==> src/hdl/ivdec_pkg.sv <==
// constants and types shared by the isa variant decoder
`default_nettype none
package ivdec_pkg;

	////////////////////////////////////////////////////////////////////////
	// instruction field positions
	localparam int OPC_LSB = 26;
	localparam int RS_LSB  = 21;
	localparam int RT_LSB  = 16;
	localparam int RD_LSB  = 11;
	localparam int SA_LSB  = 6;
	localparam int CO_BIT  = 25;
	localparam int WAY_BITS = 2;

	////////////////////////////////////////////////////////////////////////
	// major opcodes
	localparam logic [5:0] OPC_SPECIAL = 6'h00;
	localparam logic [5:0] OPC_REGIMM  = 6'h01;
	localparam logic [5:0] OPC_J       = 6'h02;
	localparam logic [5:0] OPC_JAL     = 6'h03;
	localparam logic [5:0] OPC_BEQ     = 6'h04;
	localparam logic [5:0] OPC_BNE     = 6'h05;
	localparam logic [5:0] OPC_BLEZ    = 6'h06;
	localparam logic [5:0] OPC_BGTZ    = 6'h07;
	localparam logic [5:0] OPC_COP0    = 6'h10;
	localparam logic [5:0] OPC_COP1    = 6'h11;
	localparam logic [5:0] OPC_COP1X   = 6'h13;
	localparam logic [5:0] OPC_BEQL    = 6'h14;
	localparam logic [5:0] OPC_BNEL    = 6'h15;
	localparam logic [5:0] OPC_BLEZL   = 6'h16;
	localparam logic [5:0] OPC_BGTZL   = 6'h17;
	localparam logic [5:0] OPC_CACHE   = 6'h2f;
	localparam logic [5:0] OPC_PREFETCH_HINT_INSTR    = 6'h33;

	// function, shift and sub-op codes
	localparam logic [5:0] FN_SLL   = 6'h00;
	localparam logic [5:0] FN_JR    = 6'h08;
	localparam logic [5:0] FN_JALR  = 6'h09;
	localparam logic [5:0] FN_SYNC  = 6'h0f;
	localparam logic [5:0] FN_INDEXED_PREFETCH_HINT_INSTR = 6'h0f;
	localparam logic [5:0] FN_WAIT  = 6'h20;
	localparam logic [4:0] SA_SUPERSCALAR_NOOP_INSTR = 5'h01;
	localparam logic [4:0] SA_EHB   = 5'h03;
	localparam logic [4:0] RS_READ_PREV_REGSET_INSTR = 5'h0a;
	localparam logic [4:0] RS_MFMC0  = 5'h0b;
	localparam logic [4:0] RS_WRITE_PREV_REGSET_INSTR = 5'h0e;
	localparam logic [4:0] SYNC_STYPE_OK = 5'h00;

	////////////////////////////////////////////////////////////////////////
	// effective cache operation codes
	localparam logic [4:0] CO_I_IDX_INV     = 5'h00;
	localparam logic [4:0] CO_I_IDX_ST_TAG  = 5'h08;
	localparam logic [4:0] CO_D_IDX_WB_INV  = 5'h01;
	localparam logic [4:0] CO_D_IDX_LD_TAG  = 5'h05;
	localparam logic [4:0] CO_D_IDX_ST_TAG  = 5'h09;
	localparam logic [4:0] CO_D_HIT_INV     = 5'h11;
	localparam logic [4:0] CO_D_HIT_WB_INV  = 5'h15;
	localparam logic [4:0] CO_D_IDX_LD_DATA = 5'h19;
	localparam logic [4:0] CO_S_IDX_WB_INV  = 5'h03;
	localparam logic [4:0] CO_S_IDX_LD_TAG  = 5'h07;
	localparam logic [4:0] CO_S_IDX_ST_TAG  = 5'h0b;
	localparam logic [4:0] CO_S_HIT_WB_INV  = 5'h13;
	localparam logic [4:0] CO_S_IDX_LD_DATA = 5'h1b;
	localparam logic [2:0] CO_ST_DATA_CLASS = 3'h7;
	localparam logic [1:0] CO_SEL_I = 2'h0;
	localparam logic [1:0] CO_SEL_D = 2'h1;
	localparam logic [1:0] CO_SEL_S = 2'h3;

	// values after reset
	localparam logic RST_READY = 1'b1;

	////////////////////////////////////////////////////////////////////////
	// enumerations
	typedef enum logic [2:0] {
		KIND_PASS, KIND_NOP, KIND_BARRIER, KIND_CACHE,
		KIND_REGMOVE, KIND_COP, KIND_BRANCH, KIND_EXC
	} ivdec_kind_t;

	typedef enum logic [1:0] {
		COP_NONE, COP_SYS, COP_FLOAT
	} ivdec_cop_t;

	typedef enum logic [1:0] {
		TGT_NONE, TGT_I, TGT_D, TGT_S
	} ivdec_target_t;

	typedef enum logic [3:0] {
		ACT_NONE, ACT_IDX_INV, ACT_IDX_WB_INV, ACT_IDX_LD_TAG,
		ACT_IDX_ST_TAG, ACT_HIT_INV, ACT_HIT_WB_INV,
		ACT_IDX_LD_DATA, ACT_IDX_ST_DATA
	} ivdec_action_t;

	typedef enum logic {
		DRAIN_IDLE, DRAIN_WAIT
	} ivdec_drain_t;

endpackage : ivdec_pkg
`default_nettype wire

==> src/hdl/ivdec_core_if.sv <==
// carrier between the decoder core and its cache map and drain units
`default_nettype none
interface ivdec_core_if
	import ivdec_pkg::*;
();
	logic [4:0]    cache_op;
	ivdec_target_t cache_target;
	ivdec_action_t cache_action;
	logic          cache_ok;
	logic          sync_start;
	logic          mem_idle;
	logic          sync_busy;

	modport map   (input cache_op, output cache_target, cache_action,
		cache_ok);
	modport drain (input sync_start, mem_idle, output sync_busy);
	modport core  (output cache_op, sync_start, mem_idle,
		input cache_target, cache_action, cache_ok, sync_busy);
endinterface : ivdec_core_if
`default_nettype wire

==> src/hdl/ivdec_decoder.sv <==
// top of the isa variant decoder: classifies implementation-specific ops
`default_nettype none
module ivdec_decoder
	import ivdec_pkg::*;
(
	input  wire logic        i_clk,
	input  wire logic        i_rst_n,
	input  wire logic        i_valid,
	input  wire logic [31:0] i_instr,
	input  wire logic [63:0] i_vaddr,
	input  wire logic        i_sys_coproc_usable_bit,
	input  wire logic        i_mem_idle,
	input  wire logic        i_branch_taken,
	output logic             o_ready,
	output logic             o_valid,
	output var ivdec_kind_t  o_kind,
	output logic             o_resv_exc,
	output logic             o_cop_unusable,
	output var ivdec_cop_t   o_cop_sel,
	output logic             o_cache_req,
	output var ivdec_target_t o_cache_target,
	output var ivdec_action_t o_cache_action,
	output logic [1:0]       o_cache_way,
	output logic [63:0]      o_cache_addr,
	output logic             o_barrier,
	output logic [4:0]       o_src_reg,
	output logic [4:0]       o_dst_reg,
	output logic             o_delay_slot,
	output logic             o_annul
);

	////////////////////////////////////////////////////////////////////////
	// state layout
	typedef struct packed {
		logic                ready;
		logic                valid;
		ivdec_kind_t         kind;
		logic                resv_exc;
		logic                cop_unusable;
		ivdec_cop_t          cop_sel;
		logic                cache_req;
		ivdec_target_t       cache_target;
		ivdec_action_t       cache_action;
		logic [WAY_BITS-1:0] cache_way;
		logic [63:0]         cache_addr;
		logic                barrier;
		logic [4:0]          src_reg;
		logic [4:0]          dst_reg;
		logic                delay_slot;
		logic                annul;
		logic                slot_pending;
		logic                slot_likely;
	} ivdec_st_t;

	localparam ivdec_st_t ST_RESET = '{
		ready:        RST_READY,
		kind:         KIND_PASS,
		cop_sel:      COP_NONE,
		cache_target: TGT_NONE,
		cache_action: ACT_NONE,
		default:      '0
	};

	ivdec_st_t  st_r;
	ivdec_st_t  st_nxt;
	logic [1:0] rst_sync_r;
	logic       rst_n;

	ivdec_core_if cif ();

	////////////////////////////////////////////////////////////////////////
	// reset release through two flops, assertion stays asynchronous
	always_ff @(posedge i_clk or negedge i_rst_n)
	begin
		if (!i_rst_n)
			rst_sync_r <= 2'h0;
		else
			rst_sync_r <= {rst_sync_r[0], 1'b1};
	end

	assign rst_n = rst_sync_r[1];

	////////////////////////////////////////////////////////////////////////
	// helper units
	ivdec_cache_map u_cache_map (
		.cif (cif.map)
	);

	ivdec_barrier u_barrier (
		.i_clk   (i_clk),
		.i_rst_n (rst_n),
		.cif     (cif.drain)
	);

	////////////////////////////////////////////////////////////////////////
	// field extraction
	logic [5:0] opc;
	logic [4:0] rs;
	logic [4:0] rt;
	logic [4:0] rd;
	logic [4:0] sa;
	logic [5:0] fn;
	logic       take;
	logic       annul_c;
	logic       sync_start_c;

	assign opc  = i_instr[OPC_LSB +: 6];
	assign rs   = i_instr[RS_LSB +: 5];
	assign rt   = i_instr[RT_LSB +: 5];
	assign rd   = i_instr[RD_LSB +: 5];
	assign sa   = i_instr[SA_LSB +: 5];
	assign fn   = i_instr[5:0];
	assign take = i_valid && st_r.ready;

	// an untaken likely branch kills its slot before anything else acts
	assign annul_c = st_r.slot_pending && st_r.slot_likely
		&& !i_branch_taken;

	assign cif.cache_op   = rt;
	assign cif.mem_idle   = i_mem_idle;
	assign cif.sync_start = sync_start_c;

	////////////////////////////////////////////////////////////////////////
	// main decode
	always_comb
	begin
		st_nxt       = st_r;
		sync_start_c = 1'b0;
		// one-cycle result flags
		st_nxt.valid        = 1'b0;
		st_nxt.resv_exc     = 1'b0;
		st_nxt.cop_unusable = 1'b0;
		st_nxt.cache_req    = 1'b0;
		st_nxt.barrier      = 1'b0;
		st_nxt.annul        = 1'b0;
		if (take)
		begin
			st_nxt.valid        = 1'b1;
			st_nxt.kind         = KIND_PASS;
			st_nxt.cop_sel      = COP_NONE;
			st_nxt.cache_target = TGT_NONE;
			st_nxt.cache_action = ACT_NONE;
			st_nxt.cache_way    = '0;
			st_nxt.cache_addr   = i_vaddr;
			st_nxt.src_reg      = rt;
			st_nxt.dst_reg      = rd;
			st_nxt.delay_slot   = st_r.slot_pending;
			st_nxt.slot_pending = 1'b0;
			st_nxt.slot_likely  = 1'b0;
			if (annul_c)
			begin
				st_nxt.kind  = KIND_NOP;
				st_nxt.annul = 1'b1;
			end
			else
			begin
				case (opc)
					OPC_SPECIAL:
						case (fn)
							FN_SLL:
								// plain nop, superscalar_noop_instr and ehb: all plain no-ops, none stalls
								if (rs == 5'h00 && rt == 5'h00
									&& rd == 5'h00
									&& (sa == 5'h00 || sa == SA_SUPERSCALAR_NOOP_INSTR
									|| sa == SA_EHB))
									st_nxt.kind = KIND_NOP;
							FN_SYNC:
								if (sa != SYNC_STYPE_OK)
								begin
									st_nxt.kind     = KIND_EXC;
									st_nxt.resv_exc = 1'b1;
								end
								else if (!i_sys_coproc_usable_bit)
								begin
									st_nxt.kind         = KIND_EXC;
									st_nxt.cop_unusable = 1'b1;
								end
								else
								begin
									st_nxt.kind    = KIND_BARRIER;
									st_nxt.barrier = 1'b1;
									sync_start_c   = 1'b1;
								end
							FN_JR, FN_JALR:
							begin
								st_nxt.kind         = KIND_BRANCH;
								st_nxt.slot_pending = 1'b1;
							end
							default: st_nxt.kind = KIND_PASS;
						endcase
					OPC_REGIMM:
						// traps share this opcode; only branches get slots
						if (rt[3:2] == 2'b00)
						begin
							st_nxt.kind         = KIND_BRANCH;
							st_nxt.slot_pending = 1'b1;
							st_nxt.slot_likely  = rt[1];
						end
					OPC_J, OPC_JAL, OPC_BEQ, OPC_BNE, OPC_BLEZ, OPC_BGTZ:
					begin
						st_nxt.kind         = KIND_BRANCH;
						st_nxt.slot_pending = 1'b1;
					end
					OPC_BEQL, OPC_BNEL, OPC_BLEZL, OPC_BGTZL:
					begin
						st_nxt.kind         = KIND_BRANCH;
						st_nxt.slot_pending = 1'b1;
						st_nxt.slot_likely  = 1'b1;
					end
					OPC_PREFETCH_HINT_INSTR:
						st_nxt.kind = KIND_NOP;
					OPC_COP1X:
						if (fn == FN_INDEXED_PREFETCH_HINT_INSTR)
							st_nxt.kind = KIND_NOP;
						else
						begin
							st_nxt.kind    = KIND_COP;
							st_nxt.cop_sel = COP_FLOAT;
						end
					OPC_COP1:
					begin
						st_nxt.kind    = KIND_COP;
						st_nxt.cop_sel = COP_FLOAT;
					end
					OPC_COP0:
					begin
						st_nxt.kind    = KIND_COP;
						st_nxt.cop_sel = COP_SYS;
						if (i_instr[CO_BIT] && fn == FN_WAIT)
							st_nxt.kind = KIND_NOP;
						else if (!i_instr[CO_BIT]
							&& (rs == RS_READ_PREV_REGSET_INSTR || rs == RS_WRITE_PREV_REGSET_INSTR))
							// no shadow sets: plain move in current set
							st_nxt.kind = KIND_REGMOVE;
						else if (!i_instr[CO_BIT] && rs == RS_MFMC0)
						begin
							st_nxt.kind     = KIND_EXC;
							st_nxt.resv_exc = 1'b1;
						end
					end
					OPC_CACHE:
						if (cif.cache_ok)
						begin
							st_nxt.kind         = KIND_CACHE;
							st_nxt.cache_req    = 1'b1;
							st_nxt.cache_target = cif.cache_target;
							st_nxt.cache_action = cif.cache_action;
							if (cif.cache_action != ACT_HIT_INV
								&& cif.cache_action != ACT_HIT_WB_INV)
								st_nxt.cache_way =
									i_vaddr[WAY_BITS-1:0];
						end
						else
						begin
							st_nxt.kind     = KIND_EXC;
							st_nxt.resv_exc = 1'b1;
						end
					default: st_nxt.kind = KIND_PASS;
				endcase
			end
		end
		// later accesses wait while earlier ones drain
		st_nxt.ready = !sync_start_c
			&& !(cif.sync_busy && !i_mem_idle);
	end

	////////////////////////////////////////////////////////////////////////
	// state register on the released reset
	always_ff @(posedge i_clk or negedge rst_n)
	begin
		if (!rst_n)
			st_r <= ST_RESET;
		else
			st_r <= st_nxt;
	end

	////////////////////////////////////////////////////////////////////////
	// outputs straight from the state flops
	assign o_ready        = st_r.ready;
	assign o_valid        = st_r.valid;
	assign o_kind         = st_r.kind;
	assign o_resv_exc     = st_r.resv_exc;
	assign o_cop_unusable = st_r.cop_unusable;
	assign o_cop_sel      = st_r.cop_sel;
	assign o_cache_req    = st_r.cache_req;
	assign o_cache_target = st_r.cache_target;
	assign o_cache_action = st_r.cache_action;
	assign o_cache_way    = st_r.cache_way;
	assign o_cache_addr   = st_r.cache_addr;
	assign o_barrier      = st_r.barrier;
	assign o_src_reg      = st_r.src_reg;
	assign o_dst_reg      = st_r.dst_reg;
	assign o_delay_slot   = st_r.delay_slot;
	assign o_annul        = st_r.annul;

endmodule : ivdec_decoder
`default_nettype wire

==> src/hdl/ivdec_cache_map.sv <==
// maps the cache operation code onto target cache and action
`default_nettype none
module ivdec_cache_map
	import ivdec_pkg::*;
(
	ivdec_core_if.map cif
);

	////////////////////////////////////////////////////////////////////////
	// pure decode, no state
	always_comb
	begin
		cif.cache_target = TGT_NONE;
		cif.cache_action = ACT_NONE;
		cif.cache_ok     = 1'b1;
		if (cif.cache_op[4:2] == CO_ST_DATA_CLASS)
		begin
			// never lock: class 111 is store data by index, except select 2'h2, which is refused
			cif.cache_action = ACT_IDX_ST_DATA;
			case (cif.cache_op[1:0])
				CO_SEL_I: cif.cache_target = TGT_I;
				CO_SEL_D: cif.cache_target = TGT_D;
				CO_SEL_S: cif.cache_target = TGT_S;
				default:  cif.cache_ok = 1'b0;
			endcase
		end
		else
		begin
			case (cif.cache_op)
				CO_I_IDX_INV:
				begin
					cif.cache_target = TGT_I;
					cif.cache_action = ACT_IDX_INV;
				end
				CO_I_IDX_ST_TAG:
				begin
					cif.cache_target = TGT_I;
					cif.cache_action = ACT_IDX_ST_TAG;
				end
				CO_D_IDX_WB_INV:
				begin
					cif.cache_target = TGT_D;
					cif.cache_action = ACT_IDX_WB_INV;
				end
				CO_D_IDX_LD_TAG:
				begin
					cif.cache_target = TGT_D;
					cif.cache_action = ACT_IDX_LD_TAG;
				end
				CO_D_IDX_ST_TAG:
				begin
					cif.cache_target = TGT_D;
					cif.cache_action = ACT_IDX_ST_TAG;
				end
				CO_D_HIT_INV:
				begin
					cif.cache_target = TGT_D;
					cif.cache_action = ACT_HIT_INV;
				end
				CO_D_HIT_WB_INV:
				begin
					cif.cache_target = TGT_D;
					cif.cache_action = ACT_HIT_WB_INV;
				end
				CO_D_IDX_LD_DATA:
				begin
					cif.cache_target = TGT_D;
					cif.cache_action = ACT_IDX_LD_DATA;
				end
				CO_S_IDX_WB_INV:
				begin
					cif.cache_target = TGT_S;
					cif.cache_action = ACT_IDX_WB_INV;
				end
				CO_S_IDX_LD_TAG:
				begin
					cif.cache_target = TGT_S;
					cif.cache_action = ACT_IDX_LD_TAG;
				end
				CO_S_IDX_ST_TAG:
				begin
					cif.cache_target = TGT_S;
					cif.cache_action = ACT_IDX_ST_TAG;
				end
				CO_S_HIT_WB_INV:
				begin
					cif.cache_target = TGT_S;
					cif.cache_action = ACT_HIT_WB_INV;
				end
				CO_S_IDX_LD_DATA:
				begin
					cif.cache_target = TGT_S;
					cif.cache_action = ACT_IDX_LD_DATA;
				end
				default: cif.cache_ok = 1'b0;
			endcase
		end
	end

endmodule : ivdec_cache_map
`default_nettype wire

==> src/hdl/ivdec_barrier.sv <==
// memory barrier drain tracker: busy until earlier accesses complete
`default_nettype none
module ivdec_barrier
	import ivdec_pkg::*;
(
	input  wire logic   i_clk,
	input  wire logic   i_rst_n,
	ivdec_core_if.drain cif
);

	typedef struct packed {
		ivdec_drain_t phase;
	} ivdec_bar_st_t;

	ivdec_bar_st_t st_r;
	ivdec_bar_st_t st_nxt;

	////////////////////////////////////////////////////////////////////////
	// next phase: wait for the memory side to report everything retired
	always_comb
	begin
		st_nxt = st_r;
		case (st_r.phase)
			DRAIN_IDLE:
				if (cif.sync_start)
					st_nxt.phase = DRAIN_WAIT;
			DRAIN_WAIT:
				if (cif.mem_idle)
					st_nxt.phase = DRAIN_IDLE;
			default: st_nxt.phase = DRAIN_IDLE;
		endcase
	end

	// state register
	always_ff @(posedge i_clk or negedge i_rst_n)
	begin
		if (!i_rst_n)
			st_r <= '{phase: DRAIN_IDLE};
		else
			st_r <= st_nxt;
	end

	// always at least one busy cycle, even if memory is already idle
	assign cif.sync_busy = (st_r.phase == DRAIN_WAIT);

endmodule : ivdec_barrier
`default_nettype wire

==> config.mk <==
export PLATFORM = sky130hd
export DESIGN_NAME = ivdec_decoder
export DESIGN_NICKNAME = d
export VERILOG_FILES = /design/src/hdl/ivdec_pkg.sv /design/src/hdl/ivdec_core_if.sv /design/src/hdl/ivdec_decoder.sv /design/src/hdl/ivdec_cache_map.sv /design/src/hdl/ivdec_barrier.sv
export SDC_FILE = /design/constraint.sdc
export NUM_CORES = 1
export LEC_CHECK = 0
export ABC_CLOCK_PERIOD_IN_PS = 5500
export BUFFER_PORTS_ARGS = -buffer_cell sky130_fd_sc_hd__buf_2
export CAP_MARGIN = 15
export CORE_UTILIZATION = 45
export DETAILED_ROUTE_END_ITERATION = 6
export PLACE_DENSITY = 0.75
export SYNTH_ARGS = -nofsm -noshare
export SYNTH_HDL_FRONTEND = slang
export SYNTH_HIERARCHICAL = 1
export SYNTH_SLANG_ARGS = --single-unit
==> constraint.sdc <==
create_clock -name i_clk -period 5.5 [get_ports i_clk]
set_input_delay 0.825 -clock i_clk [delete_from_list [all_inputs] [get_ports i_clk]]
set_output_delay 0.825 -clock i_clk [all_outputs]
set_load 0.02 [all_outputs]
==> results.md <==
- Outcome: completed
- CTS buffer count: 9
- Root buf cell: clkbuf_8
- # Post-CTS Setup Buffers: 0
- Unique cell type count in the Yosys netlist: 52
- Mapped cell area: 4980 um2
- Leak: 3.18 nW
- Nets@finish: 781
- Wire per inst: 13.6 um
- F_max: 0.422 GHz
- Initial antenna violation count: 0
- Int Pwr: 1.15 mW
- FFs w/ async S/R, synth: 100%
- N_diodes: 0
- Synth Net Count: 680
- Gpl congestion: 0.835
- 1st-pass router iterations: 4
- Seq/Total Area, Yosys: 50.3%
- DRC Markers: 0
- Final Hold Vio Count: 0
- Peak VDD IR: 0.000130 V
- Critical path's slowest cell: nor3_1
- Die height: 107 um
- ANT nets after route: 0
- Final setup viols: 0
- H-tree depth: 3
- RSZ-0062 raised after global routing: no
- Sequential Area: 2510 um2
- Switching pwr: 0.464 mW
- Sw Ratio: 28.7%
- Setup TNS: 0 ns
- Largest register FFs: 64
- Layout overhead on the synthesized area: 13.5%
- Synthesis-stage register bit count: 100
- Yosys top cell area share: 49.8%
- Fin crit share: 43.1%
- Number of synthesized flops with an enable pin: 0
- Initial Util: 46.1%
- Share of power burned in registers: 50.6%
- Crit. Startpoint: i_instr[17]
- Hpwl dp: 8.11 mm
- RR Startpoint: o_ready$_DFF_PN1_
- Final max-slew violation count: 0
- Gate Count Post-Synth: 573
- Hold crit path type: primary input to asynchronous set/reset pin
- Post-Layout Cell Count: 819
- Core area: 10800 um2
- Actual slew at the worst max-slew pin: 1.00 ns
- Power share of the clock group: 32.6%
- Synth warn: 6
- Post-CTS sizing: 0
- Vias in the first global route: 3644
- Layout cell share with drive strength beyond 1: 33.3%
- I/O Buffers: 196
- Multi-input gate area: 1690 um2
- Final core occ: 52.4%
- I/O pins: 197
- Final hold slack: 0.241 ns
- Placed Instances: 803
- CTS tree: built
- Critical path type: primary input to register
- DR iter-0 viols: 297
- Vias: 3945
- Die W: 107 um
- Largest net degree at the start of global routing: 97
- Site Rows: 38
- Smallest setup slack after layout: 3.13 ns
- WL final: 11.1 mm
- PwrDens: 286 nW/um2
- CP max stage delay: 0.57 ns
- GRT Util Overall: 19.4%
- Clock sink total: 100
- Req. time, crit path: 5.80 ns
- Register-to-register setup slack: 3.16 ns
- Worst Path Max Fanout: 8
- Clock Tree Buf Depth: 2
- First-pass GRT wire length: 17.5 mm
- Max_slew headroom: 33.4%
- Critical path cell sequence: buf_2 -> ha_1 -> nand2b_1 -> a21o_2 -> o2111ai_1 -> nand2_1 -> nor3_1 -> a22o_1
- Dpl ws: 2.76 ns
- Fill count: 1022
- Area leader, netlist: dfrtp_1
- Hold bufs inserted after CTS: 0
- Worst-path clk slew: 0.10 ns
- Vias/cell: 4.82
- Synth Flop Type: dfrtp_1
- Final Critical Period: 2.37 ns
- Area contributors post-synth: dfrtp_1 50%, nand2_1 18%, buf_4 13%, ha_1 1.3%, a22o_1 1.2%
- GR Overflow Total: 0
- CP startpoint kind: primary input
- Worst path arrival time: 2.67 ns
- Comb pwr share: 16.8%
- Clk Latency, worst-skew pair: 0.36 ns
- Die area: 11500 um2
- Worst Skew: 0.0148 ns
- Post-Syn Area per Cell: 8.69 um2
- Worst setup EP type: register
- Max-cap viol count: 0
-- power groups by stage --
stage               registers [mW]  clock network, mW  logic [mW]
finish                       0.819              0.527       0.272
floorplan                    0.831                  0       0.223
global placement             0.831                  0       0.269
CTS                          0.819              0.544       0.275
detailed placement           0.834                  0       0.274
global route                 0.826              0.571       0.301
-- path summary, 6_finish.rpt --
check / endpoint / cells after the start
setup / recovery: o_cache_action[3]$_DFFE_PN0P_ / 8
hold / removal: rst_sync_r[1]$_DFF_PN0_ / 1
setup reg to reg: o_kind[0]$_DFFE_PN0P_ / 5
hold reg to reg: o_cache_addr[62]$_DFFE_PN0P_ / 0
max in group asynchronous: o_cache_addr[41]$_DFFE_PN0P_ / 1
min in group i_clk: rst_sync_r[1]$_DFF_PN0_ / 0
-- area by class of cell --
cell class                      instances  share of cell area, %
Clock inverter                          6                   1.68
Timing Repair Buffer                  198                   17.6
Sequential cell                       100                   44.4
Multi-Input combinational cell        351                   29.9
Tap cell                              140                   3.10
Inverter                               14                  0.930
Clock buffer                           10                   2.44
-- synth_stat cells, types with 2 or more instances --
cell type and n:
nor2_1 8, a2111oi_0 2, a22o_1 7, nand2_1 243, nor2b_1 5, nand2b_1 3, a311o_1 2, nor4b_1 2
a21oi_1 10, nor4_1 6, or3_1 3, nand3_1 4, nor3b_1 2, o211ai_1 3, a31oi_1 3, a211oi_1 3
nand3b_1 2, o21ai_0 7, nor3_1 6, inv_1 13, and2_1 2, buf_1 3, o2111ai_1 2, dfrtp_1 99
ha_1 5, buf_4 87, clkbuf_1 16
-- per-stage QoR --
step                cell area [um2]  power, mW
floorplan                      4980       1.05
global placement               5420       1.10
detailed placement             5420       1.11
CTS                            5650       1.64
global route                   5650       1.70
finish                         5650       1.62
-- metal layers --
metal  routed length [um]  global-route usage (%)
met1                 4980                    24.7
met4                  143                    6.85
met2                 5400                    32.7
met3                  589                    3.89
met5                    0                       0
-- placed cells by master, fill, tap and decap left out, types with 2 or more instances in the layout --
| master | n |
|---|---|
| nand2_1 | 242 |
| buf_2 | 196 |
| dfrtp_1 | 98 |
| inv_1 | 13 |
| a21oi_1 | 10 |
| clkbuf_8 | 10 |
| nor2_1 | 8 |
| o21ai_0 | 7 |
| a22o_1 | 7 |
| nor3_1 | 6 |
| nor4_1 | 6 |
| nor2b_1 | 5 |
| ha_1 | 5 |
| nand3_1 | 4 |
| or3_1 | 3 |
| a211oi_1 | 3 |
| a31oi_1 | 3 |
| o211ai_1 | 3 |
| nand2b_1 | 3 |
| nor4b_1 | 2 |
| and2_1 | 2 |
| nand3b_1 | 2 |
| a311o_1 | 2 |
| a2111oi_0 | 2 |
| nor3b_1 | 2 |
| o2111ai_1 | 2 |
| inv_6 | 2 |
| bufinv_16 | 2 |
| clkinv_4 | 2 |
| buf_4 | 2 |
-- critical path: cells and delay by family --
family / cells / cell delay, ns
AO/OA/AOI/OAI: 3 / 0.59
adder cells (fa/ha/maj): 1 / 0.32
buffers and inverters: 1 / 0.16
AND/OR/NAND/NOR: 3 / 0.78
-- cell families after synthesis --
family,after synthesis,share of synthesized area (%)
simple gates,296,25.3
buf+inv,122,15.9
flops,100,50.3
compound gates,47,6.76
fa+ha+maj,5,1.26
other cells,1,0.0753
xor+xnor,1,0.176
mux,1,0.201
Power figures use the tool's default switching activity.
